**config.mk**
```make
export PLATFORM = sky130hd
export DESIGN_NAME = tla_limit_alarm
export DESIGN_NICKNAME = d
export VERILOG_FILES = /design/src/include/tla_pkg.sv /design/src/rtl/tla_limit_alarm.sv
export SDC_FILE = /design/constraint.sdc
export NUM_CORES = 1
export LEC_CHECK = 0
export BUFFER_PORTS_ARGS = -buffer_cell sky130_fd_sc_hd__buf_4
export CAP_MARGIN = 20
export CORE_MARGIN = 2
export CORE_UTILIZATION = 30
export CTS_CLUSTER_DIAMETER = 60
export DETAILED_ROUTE_END_ITERATION = 8
export GPL_TIMING_DRIVEN = 0
export SLEW_MARGIN = 20
export SYNTH_ARGS = -nofsm -noshare
export SYNTH_HDL_FRONTEND = slang
export SYNTH_SLANG_ARGS = --single-unit
export TNS_END_PERCENT = 10
```
**constraint.sdc**
```tcl
create_clock -name aclk -period 7.85 [get_ports aclk]
set_input_delay 1.9625 -clock aclk [delete_from_list [all_inputs] [get_ports aclk]]
set_output_delay 1.9625 -clock aclk [all_outputs]
set_load 0.005 [all_outputs]
```
**src/include/tla_pkg.sv**
```systemverilog
// Package of constants, types and register map for the temperature limit alarm logic.
// Operation
// - Two alarm behaviours exist, comparator mode and interrupt mode.
// - After reset the alarm runs in interrupt mode until software changes it.
// - Alarm goes active when temperature is above high limit or below low limit.
// - Comparator alarm clears only below high minus hysteresis or above low plus hysteresis.
// - In comparator mode entering shutdown leaves the alarm state unchanged.
// - In interrupt mode any completed register read clears the alarm.
// - After an interrupt clear, only a new out-of-limit result sets it again.
// - In interrupt mode entering shutdown clears the alarm to inactive.
// - Alarm active level follows a software polarity bit in both modes.
// - High limit is a 16-bit two's complement value compared signed.
// - Low limit is a 16-bit two's complement value compared signed.
// - Hysteresis is 4-bit unsigned, zero to fifteen degrees, on both limits.
package tla_pkg;

   // Register byte offsets on the AXI4-Lite bus.
   localparam logic [7:0] TLA_OFS_CTRL      = 8'h00;
   localparam logic [7:0] TLA_OFS_HYST      = 8'h04;
   localparam logic [7:0] TLA_OFS_HIGH      = 8'h08;
   localparam logic [7:0] TLA_OFS_LOW       = 8'h0C;
   localparam logic [7:0] TLA_OFS_TEMP      = 8'h10;
   localparam logic [7:0] TLA_OFS_STAT      = 8'h14;
   localparam logic [7:0] TLA_OFS_IRQ_STAT  = 8'h18;
   localparam logic [7:0] TLA_OFS_IRQ_MASK  = 8'h1C;

   // Control register field positions.
   localparam int TLA_CTRL_MODE_BIT = 0;  // 1 = comparator mode, 0 = interrupt mode.
   localparam int TLA_CTRL_POL_BIT  = 1;  // 1 = alarm active high.
   localparam int TLA_CTRL_SHDN_BIT = 2;  // 1 = shutdown.

   // Interrupt status and mask field positions.
   localparam int TLA_IRQ_ALARM_BIT  = 0;
   localparam int TLA_IRQ_RESULT_BIT = 1;
   localparam int TLA_IRQ_W          = 2;

   // Reset values.
   localparam logic [2:0]  TLA_CTRL_RST = 3'h0;     // Interrupt mode, active low, running.
   localparam logic [3:0]  TLA_HYST_RST = 4'h5;
   localparam logic [15:0] TLA_HIGH_RST = 16'h2000;
   localparam logic [15:0] TLA_LOW_RST  = 16'h0500;

   // One degree is 128 result LSBs, so hysteresis degrees shift up by seven.
   localparam int TLA_HYST_SHIFT = 7;

   // AXI4-Lite response codes.
   localparam logic [1:0] TLA_RESP_OKAY   = 2'b00;
   localparam logic [1:0] TLA_RESP_SLVERR = 2'b10;

   // Configuration held by software.
   typedef struct packed {
      logic        comp_mode;
      logic        pol_high;
      logic        shutdown;
      logic [3:0]  hyst;
      logic [15:0] high_lim;
      logic [15:0] low_lim;
      logic [TLA_IRQ_W-1:0] irq_mask;
   } tla_cfg_s;

   // Temperature result strobe with its data.
   typedef struct packed {
      logic        valid;
      logic [15:0] value;
   } tla_result_s;

endpackage

```
**src/rtl/tla_limit_alarm.sv**
```systemverilog
// Limit alarm logic with hysteresis, two alarm modes and an AXI4-Lite register slave.
`timescale 1ns/100ps

module tla_limit_alarm (
   // Clock, reset and clock enable.
   input  wire logic               aclk,
   input  wire logic               aresetn,
   input  wire logic               clk_en,
   // AXI4-Lite write address channel.
   input  wire logic               s_axi_awvalid,
   output logic                    s_axi_awready,
   input  wire logic [7:0]         s_axi_awaddr,
   // AXI4-Lite write data channel.
   input  wire logic               s_axi_wvalid,
   output logic                    s_axi_wready,
   input  wire logic [31:0]        s_axi_wdata,
   input  wire logic [3:0]         s_axi_wstrb,
   // AXI4-Lite write response channel.
   output logic                    s_axi_bvalid,
   input  wire logic               s_axi_bready,
   output logic [1:0]              s_axi_bresp,
   // AXI4-Lite read address channel.
   input  wire logic               s_axi_arvalid,
   output logic                    s_axi_arready,
   input  wire logic [7:0]         s_axi_araddr,
   // AXI4-Lite read data channel.
   output logic                    s_axi_rvalid,
   input  wire logic               s_axi_rready,
   output logic [31:0]             s_axi_rdata,
   output logic [1:0]              s_axi_rresp,
   // Conversion results and reads seen by the serial port block.
   input  tla_pkg::tla_result_s    result,
   input  wire logic               serial_read_done,
   // Alarm and interrupt outputs.
   output logic                    limit_alarm,
   output logic                    irq
);
   import tla_pkg::*;

   // Whole state of the block in one packed struct.
   typedef struct packed {
      tla_cfg_s             cfg;
      logic [15:0]          temp;
      logic                 alarm;
      logic                 comp_hi;
      logic                 comp_lo;
      logic                 pin;
      logic [TLA_IRQ_W-1:0] irq_stat;
      logic                 irq;
      logic                 aw_got;
      logic [7:0]           aw_addr;
      logic                 w_got;
      logic [31:0]          w_data;
      logic [3:0]           w_strb;
      logic                 bvalid;
      logic [1:0]           bresp;
      logic                 rvalid;
      logic [31:0]          rdata;
      logic [1:0]           rresp;
   } tla_state_s;

   tla_state_s state_ff;
   tla_state_s nxt_state;

   // Limit arithmetic in 17 bits so high minus hysteresis cannot wrap.
   logic signed [16:0] temp_x;
   logic signed [16:0] high_x;
   logic signed [16:0] low_x;
   logic signed [16:0] hyst_x;
   logic signed [16:0] high_rel;
   logic signed [16:0] low_rel;
   logic               over_high;
   logic               under_low;
   logic               take_result;
   logic               do_write;
   logic               read_done;
   logic               shdn_enter;
   logic [31:0]        rd_word;
   logic               rd_hit;

   // Signed compare of the incoming result against both limits.
   always_comb begin
      temp_x    = $signed({result.value[15], result.value});
      high_x    = $signed({state_ff.cfg.high_lim[15], state_ff.cfg.high_lim});
      low_x     = $signed({state_ff.cfg.low_lim[15], state_ff.cfg.low_lim});
      hyst_x    = $signed({6'h00, state_ff.cfg.hyst, 7'h00});
      high_rel  = high_x - hyst_x;
      low_rel   = low_x + hyst_x;
      over_high = temp_x > high_x;
      under_low = temp_x < low_x;
   end

   // Handshake outputs come straight from state so the master sees them at once.
   assign s_axi_awready = !state_ff.aw_got && !state_ff.bvalid;
   assign s_axi_wready  = !state_ff.w_got && !state_ff.bvalid;
   assign s_axi_bvalid  = state_ff.bvalid;
   assign s_axi_bresp   = state_ff.bresp;
   assign s_axi_arready = !state_ff.rvalid;
   assign s_axi_rvalid  = state_ff.rvalid;
   assign s_axi_rdata   = state_ff.rdata;
   assign s_axi_rresp   = state_ff.rresp;
   assign limit_alarm   = state_ff.pin;

   // Interrupt line is a state bit, so it leaves the block straight from a flip-flop.
   assign irq = state_ff.irq;

   // Read multiplexer; unmapped addresses answer with an error and zero data.
   // It decodes araddr straight from the pins, which is safe only because the
   // master holds the address until arready and the word is captured at that edge.
   always_comb begin
      rd_word = 32'h0000_0000;
      rd_hit  = 1'b1;
      if (s_axi_araddr == TLA_OFS_CTRL) begin
         rd_word[TLA_CTRL_MODE_BIT] = state_ff.cfg.comp_mode;
         rd_word[TLA_CTRL_POL_BIT]  = state_ff.cfg.pol_high;
         rd_word[TLA_CTRL_SHDN_BIT] = state_ff.cfg.shutdown;
      end else if (s_axi_araddr == TLA_OFS_HYST) begin
         rd_word[3:0] = state_ff.cfg.hyst;
      end else if (s_axi_araddr == TLA_OFS_HIGH) begin
         rd_word[15:0] = state_ff.cfg.high_lim;
      end else if (s_axi_araddr == TLA_OFS_LOW) begin
         rd_word[15:0] = state_ff.cfg.low_lim;
      end else if (s_axi_araddr == TLA_OFS_TEMP) begin
         rd_word[15:0] = state_ff.temp;
      end else if (s_axi_araddr == TLA_OFS_STAT) begin
         rd_word[0] = state_ff.alarm;
         rd_word[1] = state_ff.comp_hi;
         rd_word[2] = state_ff.comp_lo;
         rd_word[3] = state_ff.pin;
      end else if (s_axi_araddr == TLA_OFS_IRQ_STAT) begin
         rd_word[TLA_IRQ_W-1:0] = state_ff.irq_stat;
      end else if (s_axi_araddr == TLA_OFS_IRQ_MASK) begin
         rd_word[TLA_IRQ_W-1:0] = state_ff.cfg.irq_mask;
      end else begin
         rd_hit = 1'b0;
      end
   end

   // Event terms that several parts of the next-state logic share.
   always_comb begin
      do_write    = state_ff.aw_got && state_ff.w_got && !state_ff.bvalid;
      read_done   = (state_ff.rvalid && s_axi_rready) || serial_read_done;
      // Results are dropped while shut down, since no conversion runs then.
      take_result = result.valid && !state_ff.cfg.shutdown;
      // Shutdown entry is a control write that sets the bit while it is clear;
      // a write that keeps shutdown set is not a new entry.
      shdn_enter  = do_write && state_ff.aw_addr == TLA_OFS_CTRL && state_ff.w_strb[0]
                    && state_ff.w_data[TLA_CTRL_SHDN_BIT] && !state_ff.cfg.shutdown;
   end

   // Next state: bus slave, configuration, alarm engine and interrupt bits.
   always_comb begin
      logic                 alarm_rise;
      logic [TLA_IRQ_W-1:0] irq_set;
      logic [TLA_IRQ_W-1:0] irq_clr;
      logic                 new_shdn;
      alarm_rise = 1'b0;
      irq_set    = '0;
      irq_clr    = '0;
      new_shdn   = state_ff.cfg.shutdown;
      nxt_state  = state_ff;

      // Write channel: address and data are taken in either order.
      if (s_axi_awvalid && s_axi_awready) begin
         nxt_state.aw_got  = 1'b1;
         nxt_state.aw_addr = s_axi_awaddr;
      end
      if (s_axi_wvalid && s_axi_wready) begin
         nxt_state.w_got  = 1'b1;
         nxt_state.w_data = s_axi_wdata;
         nxt_state.w_strb = s_axi_wstrb;
      end
      if (state_ff.bvalid && s_axi_bready) begin
         nxt_state.bvalid = 1'b0;
      end

      // Register write once both halves are in; answer the next cycle.
      if (do_write) begin
         nxt_state.aw_got = 1'b0;
         nxt_state.w_got  = 1'b0;
         nxt_state.bvalid = 1'b1;
         nxt_state.bresp  = TLA_RESP_OKAY;
         if (state_ff.aw_addr == TLA_OFS_CTRL) begin
            if (state_ff.w_strb[0]) begin
               nxt_state.cfg.comp_mode = state_ff.w_data[TLA_CTRL_MODE_BIT];
               nxt_state.cfg.pol_high  = state_ff.w_data[TLA_CTRL_POL_BIT];
               new_shdn                = state_ff.w_data[TLA_CTRL_SHDN_BIT];
               nxt_state.cfg.shutdown  = new_shdn;
            end
         end else if (state_ff.aw_addr == TLA_OFS_HYST) begin
            if (state_ff.w_strb[0]) begin
               nxt_state.cfg.hyst = state_ff.w_data[3:0];
            end
         end else if (state_ff.aw_addr == TLA_OFS_HIGH) begin
            if (state_ff.w_strb[0]) begin
               nxt_state.cfg.high_lim[7:0] = state_ff.w_data[7:0];
            end
            if (state_ff.w_strb[1]) begin
               nxt_state.cfg.high_lim[15:8] = state_ff.w_data[15:8];
            end
         end else if (state_ff.aw_addr == TLA_OFS_LOW) begin
            if (state_ff.w_strb[0]) begin
               nxt_state.cfg.low_lim[7:0] = state_ff.w_data[7:0];
            end
            if (state_ff.w_strb[1]) begin
               nxt_state.cfg.low_lim[15:8] = state_ff.w_data[15:8];
            end
         end else if (state_ff.aw_addr == TLA_OFS_IRQ_STAT) begin
            if (state_ff.w_strb[0]) begin
               irq_clr = state_ff.w_data[TLA_IRQ_W-1:0];
            end
         end else if (state_ff.aw_addr == TLA_OFS_IRQ_MASK) begin
            if (state_ff.w_strb[0]) begin
               nxt_state.cfg.irq_mask = state_ff.w_data[TLA_IRQ_W-1:0];
            end
         end else if (state_ff.aw_addr == TLA_OFS_TEMP || state_ff.aw_addr == TLA_OFS_STAT) begin
            // Read-only registers ignore writes but answer without error.
            nxt_state.bresp = TLA_RESP_OKAY;
         end else begin
            nxt_state.bresp = TLA_RESP_SLVERR;
         end
      end

      // Read channel: data is registered and held until rready.
      if (s_axi_arvalid && s_axi_arready) begin
         nxt_state.rvalid = 1'b1;
         nxt_state.rdata  = rd_word;
         nxt_state.rresp  = rd_hit ? TLA_RESP_OKAY : TLA_RESP_SLVERR;
      end else if (state_ff.rvalid && s_axi_rready) begin
         nxt_state.rvalid = 1'b0;
      end

      // Interrupt mode: a completed read drops the alarm.
      if (!state_ff.cfg.comp_mode && read_done) begin
         nxt_state.alarm = 1'b0;
      end

      // Shutdown entry drops an interrupt-mode alarm but not a comparator one.
      if (shdn_enter && !state_ff.cfg.comp_mode) begin
         nxt_state.alarm = 1'b0;
      end
      // Comparator state is simply left alone across shutdown.

      // Result store and limit check in the same cycle.
      if (take_result) begin
         nxt_state.temp = result.value;
         irq_set[TLA_IRQ_RESULT_BIT] = 1'b1;
         // Comparator flags track each limit with its own release point.
         // They are kept in interrupt mode too, so a switch to comparator mode
         // shows the limit state at once instead of waiting for a new result.
         if (over_high) begin
            nxt_state.comp_hi = 1'b1;
         end else if (temp_x < high_rel) begin
            nxt_state.comp_hi = 1'b0;
         end
         if (under_low) begin
            nxt_state.comp_lo = 1'b1;
         end else if (temp_x > low_rel) begin
            nxt_state.comp_lo = 1'b0;
         end
         // A fresh out-of-limit result sets the alarm; a read clear in the
         // same cycle loses, so the event is never missed.
         if (!state_ff.cfg.comp_mode && (over_high || under_low)) begin
            nxt_state.alarm = 1'b1;
         end
      end

      // In comparator mode the alarm is the union of the two limit flags.
      if (state_ff.cfg.comp_mode) begin
         nxt_state.alarm = nxt_state.comp_hi || nxt_state.comp_lo;
      end

      alarm_rise = nxt_state.alarm && !state_ff.alarm;
      irq_set[TLA_IRQ_ALARM_BIT] = alarm_rise;

      // Sticky interrupt bits: a new event wins over a write-one clear.
      nxt_state.irq_stat = (state_ff.irq_stat & ~irq_clr) | irq_set;

      // Interrupt level from the next sticky bits and mask, so it moves with them.
      nxt_state.irq = |(nxt_state.irq_stat & nxt_state.cfg.irq_mask);

      // Pin level at the selected polarity, registered for a clean output.
      nxt_state.pin = state_ff.cfg.pol_high ? nxt_state.alarm : !nxt_state.alarm;
   end

   // State register; the clock enable freezes everything except reset while low.
   // Reset is synchronous; the control, hysteresis and limit fields, the pin and both response codes are named,
   // the blanket clear covers the rest, including the interrupt line.
   always_ff @(posedge aclk) begin
      if (!aresetn) begin
         state_ff               <= '0;
         state_ff.cfg.comp_mode <= TLA_CTRL_RST[TLA_CTRL_MODE_BIT];
         state_ff.cfg.pol_high  <= TLA_CTRL_RST[TLA_CTRL_POL_BIT];
         state_ff.cfg.shutdown  <= TLA_CTRL_RST[TLA_CTRL_SHDN_BIT];
         state_ff.cfg.hyst      <= TLA_HYST_RST;
         state_ff.cfg.high_lim  <= TLA_HIGH_RST;
         state_ff.cfg.low_lim   <= TLA_LOW_RST;
         state_ff.pin           <= 1'b1;  // Inactive level for the active-low default.
         state_ff.bresp         <= TLA_RESP_OKAY;
         state_ff.rresp         <= TLA_RESP_OKAY;
      end else if (clk_en) begin
         state_ff <= nxt_state;
      end
   end

endmodule

```
==> flow_summary.json <==
{
  "outcome": "finished clean",
  "grt_use_total_pct": 16.5,
  "async_reset_ff_share_pct": 0,
  "syn_area_per_cell_um2": 8.17,
  "h-tree-depth": 3,
  "fp.coreArea_mm2": 0.0219,
  "drtIter0Drc": 361,
  "synth-seq-area-share_pct": 33.4,
  "met3_length_um": 749,
  "hp-class": "flip-flop to flip-flop",
  "period_share_pct": 53.0,
  "syn_area_mm2": 0.00672,
  "path_max_fanout": 10,
  "skew_ns": 0.0120,
  "grt_pass1_vias": 5785,
  "finalSetupTns_ns": 0,
  "regArea_mm2": 0.00224,
  "drt-vias-per-instance": 4.92,
  "multi_input_area_mm2": 0.00394,
  "drtPass1Iterations": 5,
  "gp_congestion": 0.907,
  "max_slew_margin_pct": 48.1,
  "max_stage_delay_ns": 0.52,
  "finalSetupViolCount": 0,
  "routed_wl_um": 19500,
  "tightest_slew_ns": 0.779,
  "ctsHoldBuffers": 0,
  "wl_met2_um": 8980,
  "crit_required_ns": 8.09,
  "dpl.hpwl_um": 16000,
  "num-fill-cells": 2338,
  "cts_buffer_depth": 2,
  "startpoint_type": "input port",
  "cp_slowest_cell": "clkbuf_1",
  "drc": 0,
  "initial_utilization_pct": 30.7,
  "ys_types": 59,
  "post-cts-setup-buffer-count": 0,
  "worst_ir_drop_vdd_uv": 80.7,
  "fp.dieH_um": 154,
  "port_buffers": 82,
  "die_area_mm2": 0.0236,
  "post_drt_wl_per_cell_um": 16.1,
  "chipWidth_um": 154,
  "final.min_clock_period_ns": 4.16,
  "finalHoldViolations": 0,
  "crit_path_end_kind": "flip-flop",
  "synth_edf_count": 0,
  "antenna_left": 0,
  "rsz0062_at_grt": "false",
  "grt_pass1_wl_um": 30900,
  "antennaDiodeCount": 0,
  "syn-instance-count": 823,
  "power_density_mw_per_mm2": 153,
  "grt_overflow": 0,
  "layout_common_cells": "nand2_1 (126), buf_4 (119), dfxtp_1 (112)",
  "cts_root_buffer": "clkbuf_16",
  "ys_seq_elements": 112,
  "antenna_found_initial": 0,
  "wl_met1_um": 9380,
  "drive_above_1_share_pct": 16.2,
  "slew_violations": 0,
  "clk_pin_slew_worst_paths_ns": 0.08,
  "vias": 5985,
  "ys.flop_type": "dfxtp_1",
  "max_freq_mhz": 240,
  "grt_max_degree": 21,
  "placed_cell_area_mm2": 0.00775,
  "layout_commonest_cell": "nand2_1",
  "design_area_mm2": 0.00803,
  "p_leak_uw": 0.00327,
  "cts_tree": "built",
  "clk_latency_ns": 0.37,
  "maxCapViolCount": 0,
  "ys_warn_count": 0,
  "arrival_ns": 4.40,
  "worst-setup-path-type": "input port to flip-flop",
  "rows": 54,
  "cts-resized-gates": 0,
  "syn_to_final_growth_pct": 19.5,
  "clock_sinks": 112,
  "nets": 1073,
  "crit_chain": "buf_4 > nor2b_1 > clkbuf_1 > o21ai_0 > a2111oi_0 > o41ai_1 > a31oi_1 > a21oi_1 > nor3_1 > a211oi_1",
  "numCtsBuffers": 9,
  "io_pins": 121,
  "dr.max_layer_used": "met4"
}
## sequential cells by signal, indices dropped and copies added, names as in the netlist
signal        count
high_x           16
hyst_x            4
irq               1
limit_alarm       1
low_x            16
s_axi_bresp       1
s_axi_bvalid      1
s_axi_rdata      16
s_axi_rresp       1
s_axi_rvalid      1
state_ff         54
## cell usage after synthesis (15+ instances only)
cell	n	area, um^2
inv_1	49	184
nand2_1	126	473
buf_4	37	278
nand3_1	17	85.1
mux2i_1	40	400
o21ai_0	23	115
a21oi_1	77	385
dfxtp_1	112	2240
nor2_1	76	285
clkbuf_1	32	120
a22oi_1	15	113
ha_1	60	751
## stage by stage
| step | power, uW | util (%) | hold WS (ns) | setup slack [ns] | std cells |
|---|---|---|---|---|---|
| final | 1230 | 36.7 | 0.455 | 3.69 | 1217 |
| after global routing | 1280 | 36.7 | 0.470 | 3.41 | 1217 |
| after CTS | 1240 | 36.7 | 0.456 | 3.80 | 1217 |
| after detailed placement | 789 | 35.4 | 0.446 | 3.43 | 1202 |
| after global placement | 787 | 35.4 | 0.442 | 3.44 | 1202 |
| after floorplan | 713 | - | 0.433 | 4.00 | 840 |
## report_power, final
part / leakage, uW / internal (uW) / switching, uW
clock network: 0.000141 / 222 / 229
logic: 0.00222 / 80.8 / 93.2
registers: 0.000911 / 587 / 14.1
total: 0.00327 / 890 / 336
## worst max-delay path: cells and delay by family
family	cells	cell delay [ns]
buffers and inverters	2	0.60
AOI/OAI and AO/OA	6	1.50
and+or+nand+nor	2	0.32
## final timing paths
kind / startpoint / to / slack [ns] / cells after the start
setup / recovery: result[16] / limit_alarm$_SDFFE_PN1P_ / 3.69 / 10
hold / removal: state_ff[97]$_SDFFE_PN0P_ / state_ff[97]$_SDFFE_PN0P_ / 0.46 / 2
setup reg to reg: hyst_x[7]$_SDFFE_PN1P_ / limit_alarm$_SDFFE_PN1P_ / 3.82 / 16
hold reg to reg: state_ff[97]$_SDFFE_PN0P_ / state_ff[97]$_SDFFE_PN0P_ / 0.46 / 2
## per-layer routing
metal	track usage, %	vias to the layer above
met3	2.14	26
li1	-	3050
met5	0	-
met4	5.42	0
met1	22.7	2769
met2	26.9	140
## cell families after synthesis
| logic type | after synthesis | synth area share [%] |
|---|---|---|
| and+or+nand+nor | 290 | 20.5 |
| xor gates and xnor gates | 13 | 1.69 |
| muxes | 43 | 6.96 |
| buffers and inverters | 123 | 9.03 |
| other | 1 | 0.0558 |
| adders and majority gates | 62 | 11.8 |
| AOI/OAI and AO/OA | 179 | 16.6 |
| DFF | 112 | 33.4 |
## layout make-up
type | count | share of cell area (%)
multi-input cells | 605 | 49.0
flip-flops and latches | 112 | 27.9
repair buffers | 82 | 7.66
plain buffers | 74 | 5.26
well taps | 280 | 4.36
clock buffers | 9 | 2.80
inverters | 49 | 2.29
clock inverters | 6 | 0.716
Note: power is estimated with default switching activity, not from simulation.
